===== src/design/rst_clk_pkg.sv =====
// Constants and carrier types for the reset sequencer and clock-option block
package rst_clk_pkg;

  // Timing: one instruction cycle per clock at 50 MHz
  localparam int CLOCK_PERIOD_NS = 20;
  localparam int INSTR_CYCLE_TIME_NS = 20;
  localparam int CM_RECOVER_TC = 16;
  localparam logic [5:0] CM_RECOVER_CYC =
    6'(CM_RECOVER_TC * INSTR_CYCLE_TIME_NS / CLOCK_PERIOD_NS);
  localparam int WD_WINDOW_TC = 65536;
  localparam int WD_WINDOW_CYC_DEF = WD_WINDOW_TC * INSTR_CYCLE_TIME_NS / CLOCK_PERIOD_NS;
  localparam logic [11:0] IDLE_PRESET = 12'hfff;

  // Configuration fuse image
  localparam int CFG_POR_EN_BIT = 6;
  localparam int CFG_OSC_HI_BIT = 4;
  localparam int CFG_OSC_LO_BIT = 3;
  localparam int CFG_WD_DIS_BIT = 2;
  localparam logic [7:0] CFG_RESET = 8'h40;

  // Values after reset
  localparam logic [7:0] SER_CTRL_RESET = 8'h02;
  localparam int TX_EMPTY_BIT = 1;
  localparam logic [1:0] WD_WIN_RESET = 2'h3;

  // Register byte offsets
  localparam logic [7:0] OFF_CONFIG = 8'h00;
  localparam logic [7:0] OFF_STATUS = 8'h04;
  localparam logic [7:0] OFF_MASK = 8'h08;
  localparam logic [7:0] OFF_DATA_SEG = 8'h0c;
  localparam logic [7:0] OFF_SER_PRESC = 8'h10;
  localparam logic [7:0] OFF_SER_CTRL = 8'h14;
  localparam logic [7:0] OFF_SER_RX = 8'h18;
  localparam logic [7:0] OFF_SER_IRQ = 8'h1c;
  localparam logic [7:0] OFF_CMP_SEL = 8'h20;
  localparam logic [7:0] OFF_SUPERVISOR = 8'h24;
  localparam logic [7:0] OFF_STATE = 8'h28;

  // Status, mask and supervisor service bit positions
  localparam int ST_POR = 0;
  localparam int ST_EXT = 1;
  localparam int ST_CM = 2;
  localparam int ST_WD = 3;
  localparam int SUP_SERVICE_BIT = 8;

  localparam logic [1:0] RESP_OKAY = 2'h0;
  localparam logic [1:0] RESP_SLVERR = 2'h2;

  typedef enum logic [1:0] {
    OSC_EXT = 2'h0,
    OSC_RC = 2'h1,
    OSC_XTAL = 2'h2,
    OSC_XTAL_BIAS = 2'h3
  } osc_mode_t;

  typedef enum logic [2:0] {
    SEQ_RUN = 3'h1,
    SEQ_POR = 3'h2,
    SEQ_EXT = 3'h4
  } seq_state_t;

  typedef struct packed {
    logic awvalid;
    logic [31:0] awaddr;
    logic wvalid;
    logic [31:0] wdata;
    logic [3:0] wstrb;
    logic bready;
    logic arvalid;
    logic [31:0] araddr;
    logic rready;
  } axil_req_t;

  typedef struct packed {
    logic awready;
    logic wready;
    logic bvalid;
    logic [1:0] bresp;
    logic arready;
    logic rvalid;
    logic [31:0] rdata;
    logic [1:0] rresp;
  } axil_rsp_t;

endpackage


===== src/design/pin_sync.sv =====
// Two-stage synchroniser for asynchronous pin levels
`timescale 1ns/1ns
module pin_sync #(
  parameter int WIDTH = 3
) (
  // Clock and reset
  input wire logic clock,
  input wire logic rst,
  // Levels
  input wire logic [WIDTH-1:0] async_in,
  output logic [WIDTH-1:0] sync_out
);
  typedef struct packed {
    logic [WIDTH-1:0] stage1;
    logic [WIDTH-1:0] stage2;
  } sync_state_t;

  sync_state_t s;
  sync_state_t next_s;

  // First stage feeds only the second one
  always_comb
  begin
    next_s.stage1 = async_in;
    next_s.stage2 = s.stage1;
  end

  always_ff @(posedge clock or posedge rst)
  begin
    if (rst)
      s <= '0;
    else
      s <= next_s;
  end

  assign sync_out = s.stage2;
endmodule // pin_sync


===== src/design/reset_and_clock_option_ctrl.sv =====
// Reset sequencer, supervisor and clock-option decode with an AXI4-Lite register slave
`timescale 1ns/1ns
// Behaviour
// - Any reset clears data segment register
// - Reset clears serial, comparator regs; tx-empty set
// - Reset sets max window, arms supervisor, monitor
// - Supervisor and monitor inhibited during reset
// - Slow clock at reset end flags monitor
// - Monitor error holds pin low until recovery
// - Reset pin also exits halt state
// - Power-on reset held until idle underflow
// - Power-on reset acts like external reset
// - No new power-on reset while supply stays
// - Fuse bits 4,3 select oscillator mode
// - Clock pin drives crystal or serves input
// - Power-on path enabled by fuse bit 6
// - Fuse bit 2 zero enables supervisor pin
// - Idle timer counts down every cycle except when power-on presets it
module reset_and_clock_option_ctrl #(
  parameter int WD_WINDOW_CYC = rst_clk_pkg::WD_WINDOW_CYC_DEF
) (
  // Clock and reset
  input wire logic clock,
  input wire logic rst,
  // Register bus
  input wire rst_clk_pkg::axil_req_t bus_req,
  output rst_clk_pkg::axil_rsp_t bus_rsp,
  // Asynchronous pins
  input wire logic reset_pin_n,
  input wire logic vcc_above_por,
  input wire logic clock_freq_ok,
  // Reset, halt exit and interrupt
  output logic core_reset,
  output logic halt_exit,
  output logic irq,
  // Supervisor error pin
  output logic supervisor_error_pin_out,
  output logic supervisor_error_pin_oe,
  // Oscillator option
  output rst_clk_pkg::osc_mode_t osc_mode,
  output logic osc_out_drive_en,
  output logic osc_out_gp_input_en,
  output logic osc_bias_res_en
);
  localparam int WDW = $clog2(WD_WINDOW_CYC + 1);

  typedef struct packed {
    rst_clk_pkg::seq_state_t seq;
    logic [11:0] idle_cnt;
    logic vcc_prev;
    logic rstn_prev;
    logic ram_undef;
    logic [7:0] cfg;
    logic [7:0] data_seg;
    logic [7:0] ser_presc;
    logic [7:0] ser_ctrl;
    logic [7:0] ser_rx;
    logic [7:0] ser_irq;
    logic [7:0] cmp_sel;
    logic [1:0] wd_win;
    logic wd_armed;
    logic cm_armed;
    logic [WDW-1:0] wd_cnt;
    logic wd_err;
    logic cm_err;
    logic [5:0] cm_cnt;
    logic [3:0] status;
    logic [3:0] mask;
    logic aw_full;
    logic [7:0] aw_addr;
    logic w_full;
    logic [31:0] w_data;
    logic [3:0] w_strb;
    rst_clk_pkg::axil_rsp_t rsp;
    logic core_reset;
    logic halt_exit;
    logic irq;
    logic err_out;
    logic err_oe;
    logic drv_en;
    logic gp_en;
    logic bias_en;
    rst_clk_pkg::osc_mode_t osc;
  } ctrl_state_t;

  ctrl_state_t s;
  ctrl_state_t next_s;
  logic [2:0] pins_s;
  logic rstn_s;
  logic vcc_s;
  logic clk_ok_s;

  function automatic logic mapped(input logic [7:0] a);
    mapped = a inside {rst_clk_pkg::OFF_CONFIG, rst_clk_pkg::OFF_STATUS, rst_clk_pkg::OFF_MASK,
      rst_clk_pkg::OFF_DATA_SEG, rst_clk_pkg::OFF_SER_PRESC, rst_clk_pkg::OFF_SER_CTRL,
      rst_clk_pkg::OFF_SER_RX, rst_clk_pkg::OFF_SER_IRQ, rst_clk_pkg::OFF_CMP_SEL,
      rst_clk_pkg::OFF_SUPERVISOR, rst_clk_pkg::OFF_STATE};
  endfunction

  function automatic logic [7:0] wr8(input logic [7:0] old, input logic [31:0] d,
    input logic [3:0] strb);
    wr8 = strb[0] ? d[7:0] : old;
  endfunction

  // Reset pin needs one full cycle low to be seen after synchronising
  pin_sync #(.WIDTH(3)) u_sync (
    .clock(clock),
    .rst(rst),
    .async_in({reset_pin_n, vcc_above_por, clock_freq_ok}),
    .sync_out(pins_s)
  );

  assign rstn_s = pins_s[2];
  assign vcc_s = pins_s[1];
  assign clk_ok_s = pins_s[0];

  always_comb
  begin
    logic por_evt;
    logic ext_evt;
    logic in_reset;
    logic wd_on;
    logic service;
    logic ar_hs;
    logic [3:0] ev;
    logic [3:0] st_clr;
    logic [31:0] rd;
    logic [WDW-1:0] win;
    por_evt = 1'b0;
    ext_evt = 1'b0;
    in_reset = 1'b0;
    wd_on = 1'b0;
    service = 1'b0;
    ar_hs = 1'b0;
    ev = 4'h0;
    st_clr = 4'h0;
    rd = 32'h0;
    win = WDW'(WD_WINDOW_CYC >> (3 - int'(s.wd_win)));
    next_s = s;
    next_s.vcc_prev = vcc_s;
    next_s.rstn_prev = rstn_s;
    // Only a rising supply fires, so a steady supply gives no further reset
    por_evt = s.cfg[rst_clk_pkg::CFG_POR_EN_BIT] && vcc_s && !s.vcc_prev;
    ext_evt = !rstn_s && s.rstn_prev;
    next_s.idle_cnt = s.idle_cnt - 12'h001;
    if (por_evt)
      next_s.idle_cnt = rst_clk_pkg::IDLE_PRESET;

    unique case (s.seq)
      rst_clk_pkg::SEQ_RUN:
        if (por_evt)
          next_s.seq = rst_clk_pkg::SEQ_POR;
        else if (!rstn_s)
          next_s.seq = rst_clk_pkg::SEQ_EXT;
      rst_clk_pkg::SEQ_POR:
        if (!por_evt && s.idle_cnt == 12'h000)
          next_s.seq = rstn_s ? rst_clk_pkg::SEQ_RUN : rst_clk_pkg::SEQ_EXT;
      rst_clk_pkg::SEQ_EXT:
        if (por_evt)
          next_s.seq = rst_clk_pkg::SEQ_POR;
        else if (rstn_s)
          next_s.seq = rst_clk_pkg::SEQ_RUN;
    endcase
    in_reset = next_s.seq != rst_clk_pkg::SEQ_RUN;

    // Register bus: write channels
    if (s.rsp.bvalid && bus_req.bready)
      next_s.rsp.bvalid = 1'b0;
    if (bus_req.awvalid && s.rsp.awready)
    begin
      next_s.aw_full = 1'b1;
      next_s.aw_addr = bus_req.awaddr[7:0];
    end
    if (bus_req.wvalid && s.rsp.wready)
    begin
      next_s.w_full = 1'b1;
      next_s.w_data = bus_req.wdata;
      next_s.w_strb = bus_req.wstrb;
    end
    if (s.aw_full && s.w_full && !s.rsp.bvalid)
    begin
      next_s.aw_full = 1'b0;
      next_s.w_full = 1'b0;
      next_s.rsp.bvalid = 1'b1;
      next_s.rsp.bresp = mapped(s.aw_addr) ? rst_clk_pkg::RESP_OKAY : rst_clk_pkg::RESP_SLVERR;
      case (s.aw_addr)
        rst_clk_pkg::OFF_CONFIG: next_s.cfg = wr8(s.cfg, s.w_data, s.w_strb);
        rst_clk_pkg::OFF_MASK: next_s.mask = s.w_strb[0] ? s.w_data[3:0] : s.mask;
        rst_clk_pkg::OFF_DATA_SEG: next_s.data_seg = wr8(s.data_seg, s.w_data, s.w_strb);
        rst_clk_pkg::OFF_SER_PRESC: next_s.ser_presc = wr8(s.ser_presc, s.w_data, s.w_strb);
        rst_clk_pkg::OFF_SER_CTRL: next_s.ser_ctrl = wr8(s.ser_ctrl, s.w_data, s.w_strb);
        rst_clk_pkg::OFF_SER_RX: next_s.ser_rx = wr8(s.ser_rx, s.w_data, s.w_strb);
        rst_clk_pkg::OFF_SER_IRQ: next_s.ser_irq = wr8(s.ser_irq, s.w_data, s.w_strb);
        rst_clk_pkg::OFF_CMP_SEL: next_s.cmp_sel = wr8(s.cmp_sel, s.w_data, s.w_strb);
        rst_clk_pkg::OFF_SUPERVISOR:
        begin
          if (s.w_strb[0])
            next_s.wd_win = s.w_data[1:0];
          service = s.w_strb[1] && s.w_data[rst_clk_pkg::SUP_SERVICE_BIT];
        end
        rst_clk_pkg::OFF_STATE:
          if (s.w_strb[0] && s.w_data[0])
            next_s.ram_undef = 1'b0;
        default: ;
      endcase
    end

    // Register bus: read channels; status clears on the address handshake
    if (s.rsp.rvalid && bus_req.rready)
      next_s.rsp.rvalid = 1'b0;
    ar_hs = bus_req.arvalid && s.rsp.arready;
    case (bus_req.araddr[7:0])
      rst_clk_pkg::OFF_CONFIG: rd = {24'h0, s.cfg};
      rst_clk_pkg::OFF_STATUS: rd = {28'h0, s.status};
      rst_clk_pkg::OFF_MASK: rd = {28'h0, s.mask};
      rst_clk_pkg::OFF_DATA_SEG: rd = {24'h0, s.data_seg};
      rst_clk_pkg::OFF_SER_PRESC: rd = {24'h0, s.ser_presc};
      rst_clk_pkg::OFF_SER_CTRL: rd = {24'h0, s.ser_ctrl};
      rst_clk_pkg::OFF_SER_RX: rd = {24'h0, s.ser_rx};
      rst_clk_pkg::OFF_SER_IRQ: rd = {24'h0, s.ser_irq};
      rst_clk_pkg::OFF_CMP_SEL: rd = {24'h0, s.cmp_sel};
      rst_clk_pkg::OFF_SUPERVISOR: rd = {28'h0, s.cm_armed, s.wd_armed, s.wd_win};
      rst_clk_pkg::OFF_STATE: rd = {24'h0, s.osc, s.wd_err, s.cm_err, s.core_reset, 2'h0,
        s.ram_undef};
      default: rd = 32'h0;
    endcase
    if (ar_hs)
    begin
      next_s.rsp.rvalid = 1'b1;
      next_s.rsp.rdata = rd;
      next_s.rsp.rresp = mapped(bus_req.araddr[7:0]) ? rst_clk_pkg::RESP_OKAY :
        rst_clk_pkg::RESP_SLVERR;
      if (bus_req.araddr[7:0] == rst_clk_pkg::OFF_STATUS)
        st_clr = 4'hf;
    end

    // Supervisor and clock monitor, only outside reset
    wd_on = !s.cfg[rst_clk_pkg::CFG_WD_DIS_BIT];
    if (s.seq == rst_clk_pkg::SEQ_RUN)
    begin
      if (wd_on && s.cm_armed)
      begin
        if (!clk_ok_s)
        begin
          next_s.cm_err = 1'b1;
          next_s.cm_cnt = 6'h00;
        end
        else if (s.cm_err)
        begin
          next_s.cm_cnt = s.cm_cnt + 6'h01;
          if (s.cm_cnt == rst_clk_pkg::CM_RECOVER_CYC - 6'h01)
            next_s.cm_err = 1'b0;
        end
      end
      if (wd_on && s.wd_armed)
      begin
        next_s.wd_cnt = s.wd_cnt + 1'b1;
        if (service)
        begin
          next_s.wd_cnt = '0;
          next_s.wd_err = 1'b0;
        end
        else if (s.wd_cnt >= win - 1'b1)
        begin
          next_s.wd_cnt = '0;
          next_s.wd_err = 1'b1;
        end
      end
    end

    // Power-on and external reset have the same effect on every register except the RAM-undefined mark, idle timer preset, halt exit and status bit each sets
    if (in_reset)
    begin
      next_s.data_seg = 8'h00;
      next_s.ser_presc = 8'h00;
      next_s.ser_ctrl = rst_clk_pkg::SER_CTRL_RESET;
      next_s.ser_rx = 8'h00;
      next_s.ser_irq = 8'h00;
      next_s.cmp_sel = 8'h00;
      next_s.wd_win = rst_clk_pkg::WD_WIN_RESET;
      next_s.wd_armed = wd_on;
      next_s.cm_armed = wd_on;
      next_s.wd_cnt = '0;
      next_s.wd_err = 1'b0;
      next_s.cm_err = 1'b0;
      next_s.cm_cnt = 6'h00;
    end
    // RAM content is only lost on power-on
    if (por_evt)
      next_s.ram_undef = 1'b1;

    ev[rst_clk_pkg::ST_POR] = por_evt;
    ev[rst_clk_pkg::ST_EXT] = ext_evt;
    ev[rst_clk_pkg::ST_CM] = next_s.cm_err && !s.cm_err;
    ev[rst_clk_pkg::ST_WD] = next_s.wd_err && !s.wd_err;
    // A new event outranks a clear in the same cycle
    next_s.status = (s.status & ~st_clr) | ev;

    next_s.rsp.awready = !next_s.aw_full;
    next_s.rsp.wready = !next_s.w_full;
    next_s.rsp.arready = !next_s.rsp.rvalid;
    next_s.core_reset = in_reset;
    next_s.halt_exit = ext_evt;
    next_s.irq = |(next_s.status & next_s.mask);
    next_s.err_oe = !next_s.cfg[rst_clk_pkg::CFG_WD_DIS_BIT];
    next_s.err_out = !(next_s.err_oe && (next_s.cm_err || next_s.wd_err));
    next_s.osc = rst_clk_pkg::osc_mode_t'({next_s.cfg[rst_clk_pkg::CFG_OSC_HI_BIT],
      next_s.cfg[rst_clk_pkg::CFG_OSC_LO_BIT]});
    next_s.drv_en = next_s.cfg[rst_clk_pkg::CFG_OSC_HI_BIT];
    next_s.gp_en = !next_s.cfg[rst_clk_pkg::CFG_OSC_HI_BIT];
    next_s.bias_en = next_s.osc == rst_clk_pkg::OSC_XTAL_BIAS;
  end

  always_ff @(posedge clock or posedge rst)
  begin
    if (rst)
    begin
      s <= '0;
      s.seq <= rst_clk_pkg::SEQ_EXT;
      s.cfg <= rst_clk_pkg::CFG_RESET;
      s.ser_ctrl <= rst_clk_pkg::SER_CTRL_RESET;
      s.wd_win <= rst_clk_pkg::WD_WIN_RESET;
      s.rsp.awready <= 1'b1;
      s.rsp.wready <= 1'b1;
      s.rsp.arready <= 1'b1;
      s.core_reset <= 1'b1;
      s.err_out <= 1'b1;
      s.err_oe <= 1'b1;
      s.gp_en <= 1'b1;
    end
    else
      s <= next_s;
  end

  assign bus_rsp = s.rsp;
  assign core_reset = s.core_reset;
  assign halt_exit = s.halt_exit;
  assign irq = s.irq;
  assign supervisor_error_pin_out = s.err_out;
  assign supervisor_error_pin_oe = s.err_oe;
  assign osc_mode = s.osc;
  assign osc_out_drive_en = s.drv_en;
  assign osc_out_gp_input_en = s.gp_en;
  assign osc_bias_res_en = s.bias_en;
endmodule // reset_and_clock_option_ctrl


===== config.mk =====
export PLATFORM = sky130hd
export DESIGN_NAME = reset_and_clock_option_ctrl
export DESIGN_NICKNAME = d
export VERILOG_FILES = /design/src/design/rst_clk_pkg.sv /design/src/design/pin_sync.sv /design/src/design/reset_and_clock_option_ctrl.sv
export SDC_FILE = /design/constraint.sdc
export NUM_CORES = 1
export LEC_CHECK = 0
export ABC_AREA = 0
export BUFFER_PORTS_ARGS = -buffer_cell sky130_fd_sc_hd__buf_4
export CAP_MARGIN = 30
export CORE_MARGIN = 2
export CORE_UTILIZATION = 56
export DETAILED_ROUTE_END_ITERATION = 12
export PLACE_DENSITY = 0.85
export SYNTH_ARGS = -nofsm -noshare
export SYNTH_HDL_FRONTEND = slang
export SYNTH_SLANG_ARGS = --single-unit

===== constraint.sdc =====
create_clock -name clock -period 6.5 [get_ports clock]
set_clock_uncertainty 0.05 [all_clocks]
set_input_delay 0.65 -clock clock [delete_from_list [all_inputs] [get_ports clock]]
set_output_delay 0.65 -clock clock [all_outputs]
set_load 0.03 [all_outputs]

==> qor.yml, run 1 <==
cp.arrival_ps: 3550
ir_drop_uv: 284
fin_nets: 930
die-width_um: 124
holdBufCountCts: 0
rsz0062_at_grt: "no"
yosys_warnings: 0
period_minus_slack_ps: 3270
die_y_um: 124
fill_cells: 1091
yosysUniqueCellTypes: 74
r2r-start: "s[193]"
synthCells: 782
clk-insertion-delay-late_ps: 440
fin_crit_sh_pct: 50.3
ant_nets: 0
hold_ws_ps: 268
tightest_slew_ps: 1050
p_sw_share_pct: 31.1
power.switching_w: 0.000879
wl_um: 19000
synth_flop_cell: "dfrtp_1"
gp_congestion: 0.896
hold_viol: 0
ys_seq_area_share_pct: 49.5
power_frac_seq_pct: 45.5
clock_path_buffers: 2
grt_max_degree: 104
pin_count: 161
drt_iter0_drc: 727
min_path_type: "in2reg"
fin_area_um2: 9040
track_usage_pct: 26.1
wire_per_inst_um: 18.9
drc_errors: 0
vias: 6261
setup_viol: 0
dpl_cell_area_um2: 8420
drive_above_1_share_pct: 20.8
avgViaCountPerCell: 6.23
p_clk_share_pct: 36.2
async_flop_share_pct: 100
dieArea_um2: 15400
criticalPathCategory: "reg2reg"
overflow: 0
firstDrtPassIters: 6
relSlewSlack_pct: 29.7
p_per_area_nw_per_um2: 313
cts_tree: "built"
fp-row-count: 43
stdcell_count: 1005
cts_resized: 0
final_max_slew_viol_count: 0
pwr-share-comb_pct: 18.3
endpoint_kind: "register"
htreeDepth: 4
initial_utilization_pct: 57.7
synth_area_um2: 8080
core-area_um2: 14000
cts_sinks: 159
cp.required_ps: 6780
cts_setup_buffers: 0
antenna_found_initial: 0
maxCapViolations: 0
cts_made_buffers: 17
internal-power_w: 0.00195
grt_pass1_wl_um: 30300
grt_pass1_vias: 5899
max_freq_mhz: 306
synth_seq_cells: 159
port_buffers: 61
place_hpwl_um: 12200
synth-edff-count: 0
clk_pin_slew_ps: 60
startpoint_type: "register"
p_leak_nw: 3.94
antenna_cells: 0
cts_root_buf: "clkbuf_16"
syn_to_final_growth_pct: 11.9
fin_util_pct: 64.6
cp_max_fo: 58
critical_path.startpoint: "s[193]"
avgSynthCellArea_um2: 10.3
fin_tns_setup_ps: 0
worstHoldStart: "clock_freq_ok"
status: "completed"
place_inst: 972
==> placed cells by master, fill, tap and decap left out, types with 19 or more instances in the layout <==
master,count
a21oi_1,31
inv_1,19
conb_1,27
nand2_1,78
nor2_1,52
mux2_2,34
buf_4,67
nand3_1,30
dfrtp_1,147
mux2i_1,42
o21ai_0,46
and2_1,20
==> cell usage after synthesis, types with 6 or more instances <==
| master | number | area (um^2) |
|---|---|---|
| dfrtp_1 | 147 | 3680 |
| nand2_1 | 78 | 293 |
| nor2_1 | 52 | 195 |
| o21ai_0 | 46 | 230 |
| buf_4 | 43 | 323 |
| mux2i_1 | 42 | 420 |
| mux2_2 | 34 | 383 |
| a21oi_1 | 31 | 155 |
| nand3_1 | 30 | 150 |
| and2_1 | 20 | 125 |
| inv_1 | 20 | 75.1 |
| clkbuf_1 | 19 | 71.3 |
| nand4_1 | 16 | 100 |
| buf_2 | 14 | 70.1 |
| a22oi_1 | 12 | 90.1 |
| dfstp_2 | 12 | 315 |
| a31oi_1 | 10 | 62.6 |
| ha_1 | 8 | 100 |
| o31ai_1 | 8 | 60.1 |
| or3_1 | 8 | 50.1 |
| a32oi_1 | 7 | 61.3 |
| nor2b_1 | 6 | 37.5 |
| nor3_1 | 6 | 30.0 |
| o22ai_1 | 6 | 37.5 |
==> per-stage QoR <==
stage,setup WS [ps],total power (W)
2_1_floorplan,1530,0.00167
3_3_place_gp,3320,0.00178
3_5_place_dp,3280,0.00181
4_1_cts,3250,0.00283
5_1_grt,2970,0.00295
6_report,3230,0.00283
==> logic make-up after synthesis <==
kind of cell,after synthesis,share of synthesized area (%)
adders and majority gates,8,1.24
and+or+nand+nor,261,17.1
DFF,159,49.5
buffers and inverters,104,7.16
xor gates and xnor gates,6,0.651
other,2,0.0930
AOI/OAI and AO/OA,160,12.8
muxes,82,11.5
==> final cells by class <==
cell class,instances,area [um^2],share of cell area [%]
clock inverter,9,105,1.16
clock buffer,23,508,5.62
inverter,21,83.8,0.927
tap,180,225,2.49
multi-input combinational,544,3600,39.8
sequential,159,3990,44.2
timing repair buffer,69,526,5.81
==> critical path, cell delays in order (launching register included) <==
cell      delay [ps]
dfrtp_1          390
inv_1            110
ha_1             150
nor4b_1          350
nand4_1          270
a21oi_2          760
inv_2            670
a311oi_1         400
==> worst paths after layout <==
path	to	slack [ps]	depth (start not counted)
min reg2reg	u_sync.sync_out[2]	300	0
min	u_sync.next_s[0]	270	1
min in group asynchronous	s[87]	370	2
max	s[107]	3230	7
max reg2reg	s[107]	3230	7
max in group asynchronous	s[197]	4770	3
==> power by group through the flow <==
| stage | clock (W) | combinational [W] | sequential [W] |
|---|---|---|---|
| global route | 0.00108 | 0.000564 | 0.00131 |
| global placement | 0 | 0.000496 | 0.00129 |
| finish | 0.00102 | 0.000517 | 0.00129 |
| CTS | 0.00103 | 0.000516 | 0.00128 |
| detailed placement | 0 | 0.000514 | 0.00130 |
| floorplan | 0 | 0.000429 | 0.00124 |
==> state kept, by name, indices dropped and copies added (netlist names), 3 cells and up <==
register / flops
u_sync.next_s: 3
s: 130
u_sync.sync_out: 3
bus_rsp: 15
==> routing by layer <==
layer	vias to the layer above	wire length, um	track usage (%)
met3	45	1590	7.01
met2	316	8690	39.2
met5	-	0	0
li1	2826	-	-
met1	3074	8340	36.4
met4	0	424	10.0
Power figures use the tool's default switching activity.
==> inputs of run 2 (changes only) <==
--- a/config.mk
+++ b/config.mk
@@ -9,9 +9,9 @@
 export BUFFER_PORTS_ARGS = -buffer_cell sky130_fd_sc_hd__buf_4
 export CAP_MARGIN = 30
 export CORE_MARGIN = 2
-export CORE_UTILIZATION = 56
+export CORE_UTILIZATION = 50
 export DETAILED_ROUTE_END_ITERATION = 12
-export PLACE_DENSITY = 0.85
+export PLACE_DENSITY = 0.8
 export SYNTH_ARGS = -nofsm -noshare
 export SYNTH_HDL_FRONTEND = slang
 export SYNTH_SLANG_ARGS = --single-unit
==> constraint.sdc (replaced) <==
create_clock -name clock -period 2.82 [get_ports clock]
set_clock_uncertainty 0.05 [all_clocks]
set_input_delay 0.282 -clock clock [delete_from_list [all_inputs] [get_ports clock]]
set_output_delay 0.282 -clock clock [all_outputs]
set_load 0.03 [all_outputs]
==> run 2 against run 1 <==
Against the previous run: fmax rose by 26%; first-iteration DRC count fell by 9.6%; non-clock buffer count rose by 19; critical endpoint is now s[127]; largest cell class unchanged; largest power group unchanged.
==> qor.yml, run 2 (synthesis gave the netlist of run 1 again) <==
core-area_um2: 15800  # +13%
cts_setup_buffers: 0  # unchanged
holdPathEnd: "bus_rsp[34]"
criticalPathCategory: "reg2reg"
firstDrtPassIters: 5  # -1
cts_sinks: 159  # unchanged
drive_above_1_share_pct: 21.6  # +0.72 points
tightest_slew_ps: 869  # -184 ps
status: "completed"
drt_iter0_drc: 657  # -9.6%
hold_viol: 0  # unchanged
syn_to_final_growth_pct: 15.0
fin_util_pct: 58.7  # -5.9 points
overflow: 0  # unchanged
clk-insertion-delay-late_ps: 430  # about the same
rr_worst_depth: 8  # +1
antenna_found_initial: 0  # unchanged
wl_um: 18500  # -3.0%
period_minus_slack_ps: 2600  # -670 ps
clk_pin_slew_ps: 60  # about the same
rsz0062_at_grt: "no"
initial_utilization_pct: 51.0  # -6.7 points
cts_tree: "built"
largest_reg_flops: 130  # unchanged
min_path_type: "in2reg"
min_path_cells: 2  # +1
finalWorstSetupSlack_ps: 222  # -3010 ps
cp.required_ps: 3080  # -3700 ps
avgViaCountPerCell: 5.82  # -6.6%
gp_congestion: 0.873  # -2.6%
cts_made_buffers: 17  # unchanged
largest-register: "s"
final_common_cell: "dfrtp_1"
fp-row-count: 46  # +7.0%
port_buffers: 61  # unchanged
ir_drop_uv: 693  # +140%
die_y_um: 131  # +5.6%
grt_pass1_wl_um: 30000  # -0.95%
dieArea_um2: 17200  # +12%
r2r-start: "s[133]"
reg2reg_to: "s[127]"
hold_ws_ps: 27.7  # -241 ps
p_per_area_nw_per_um2: 719  # +130%
ant_nets: 0  # unchanged
fin_tns_setup_ps: 0  # unchanged
startpoint_type: "register"
setup_viol: 0  # unchanged
fin_nets: 949  # +2.0%
relSlewSlack_pct: 42.1  # +12 points
place_hpwl_um: 12500  # +2.6%
worstHoldStart: "bus_req[0]"
die-width_um: 131  # +5.6%
track_usage_pct: 22.8  # -3.3 points
vias: 6167  # -1.5%
maxCapViolations: 0  # unchanged
wire_per_inst_um: 17.4  # -8.1%
pin_count: 161  # unchanged
place_ws_ps: 182  # -3100 ps
grt_max_degree: 160  # +54%
cp.arrival_ps: 2860  # -690 ps
fin_crit_sh_pct: 92.1  # +42 points
clock_path_buffers: 2  # unchanged
grt_pass1_vias: 5710  # -3.2%
p_leak_nw: 4.05  # +2.8%
endpoint_kind: "register"
final_max_slew_viol_count: 0  # unchanged
cp_max_fo: 7  # -88%
htreeDepth: 4  # unchanged
cts_root_buf: "clkbuf_16"
max_freq_mhz: 385  # +26%
antenna_cells: 0  # unchanged
r2r_slack_ps: 220  # -3010 ps
drc_errors: 0  # unchanged
final_cell_mix: "dfrtp_1 (147), buf_4 (82), nand2_1 (78)"
==> run 2: cell count changes in the layout (fill, tap and decap cells not counted), sizes merged <==
cell           before  now
clkinv              3    2
clkinvlp            4    3
buf                68   84
clkdlybuf4s15       1    0
bufinv              2    5
dlygate4sd3         0    4
inv                21   20
==> run 2: final cells by class <==
class / count / area (um^2)
tap: 216 / 270
multi-input combinational: 544 / 3610
inverter: 21 / 85.1
clock buffer: 23 / 458
timing repair buffer: 88 / 696
fill: 1328 / 6540
clock inverter: 9 / 183
sequential: 159 / 3990
==> run 2: how the worst max path moves through the flow <==
stage	slack [ps]	startpoint	endpoint	cells after the start
after global routing	100	s[133]	s[126]	8
after global placement	220	s[133]	s[122]	8
final	220	s[133]	s[127]	8
after CTS	140	s[193]	s[107]	7
after floorplan	480	rst	bus_rsp[1]	1
after detailed placement	180	s[133]	s[127]	8
==> run 2: report_power, final <==
| part | total (W) | switching (W) | internal (W) |
|---|---|---|---|
| sequential | 0.00295 | 0.000352 | 0.00260 |
| clock | 0.00250 | 0.000903 | 0.00160 |
| combinational | 0.00123 | 0.000742 | 0.000483 |
| total | 0.00668 | 0.00200 | 0.00468 |
==> run 2: through the flow <==
step           total power, W  area (um^2)  std cells
3_3_place_gp          0.00416         8600       1024
2_1_floorplan         0.00385         8170        807
5_1_grt               0.00701         9290       1060
6_report              0.00668         9290       1060
3_5_place_dp          0.00420         8600       1024
4_1_cts               0.00671         9280       1060
==> run 2: repair_timing <==
item                       in CTS  in global routing
hold buffers                    4                  0
resized for setup               0                  3
setup endpoints to repair       0                  5
hold endpoints to repair        4                  0
==> run 2: layer usage <==
layer	wire, um	global-route usage (%)	part of all wire [%]	up-vias
li1	-	-	-	2863
met1	8340	32.8	45	3038
met2	8310	33.7	45	247
met3	1600	7.43	8.6	19
met4	214	5.38	1.2	0
met5	0	0	0	-
==> run 2: worst max-delay path, stage by stage, from the launching register on <==
cell and delay (ps):
dfstp_2 590, nand2_1 70, ha_1 310, a41oi_1 180, o21ai_0 240, a211oi_4 440, nand2_1 140, buf_4 180
o311ai_1 300
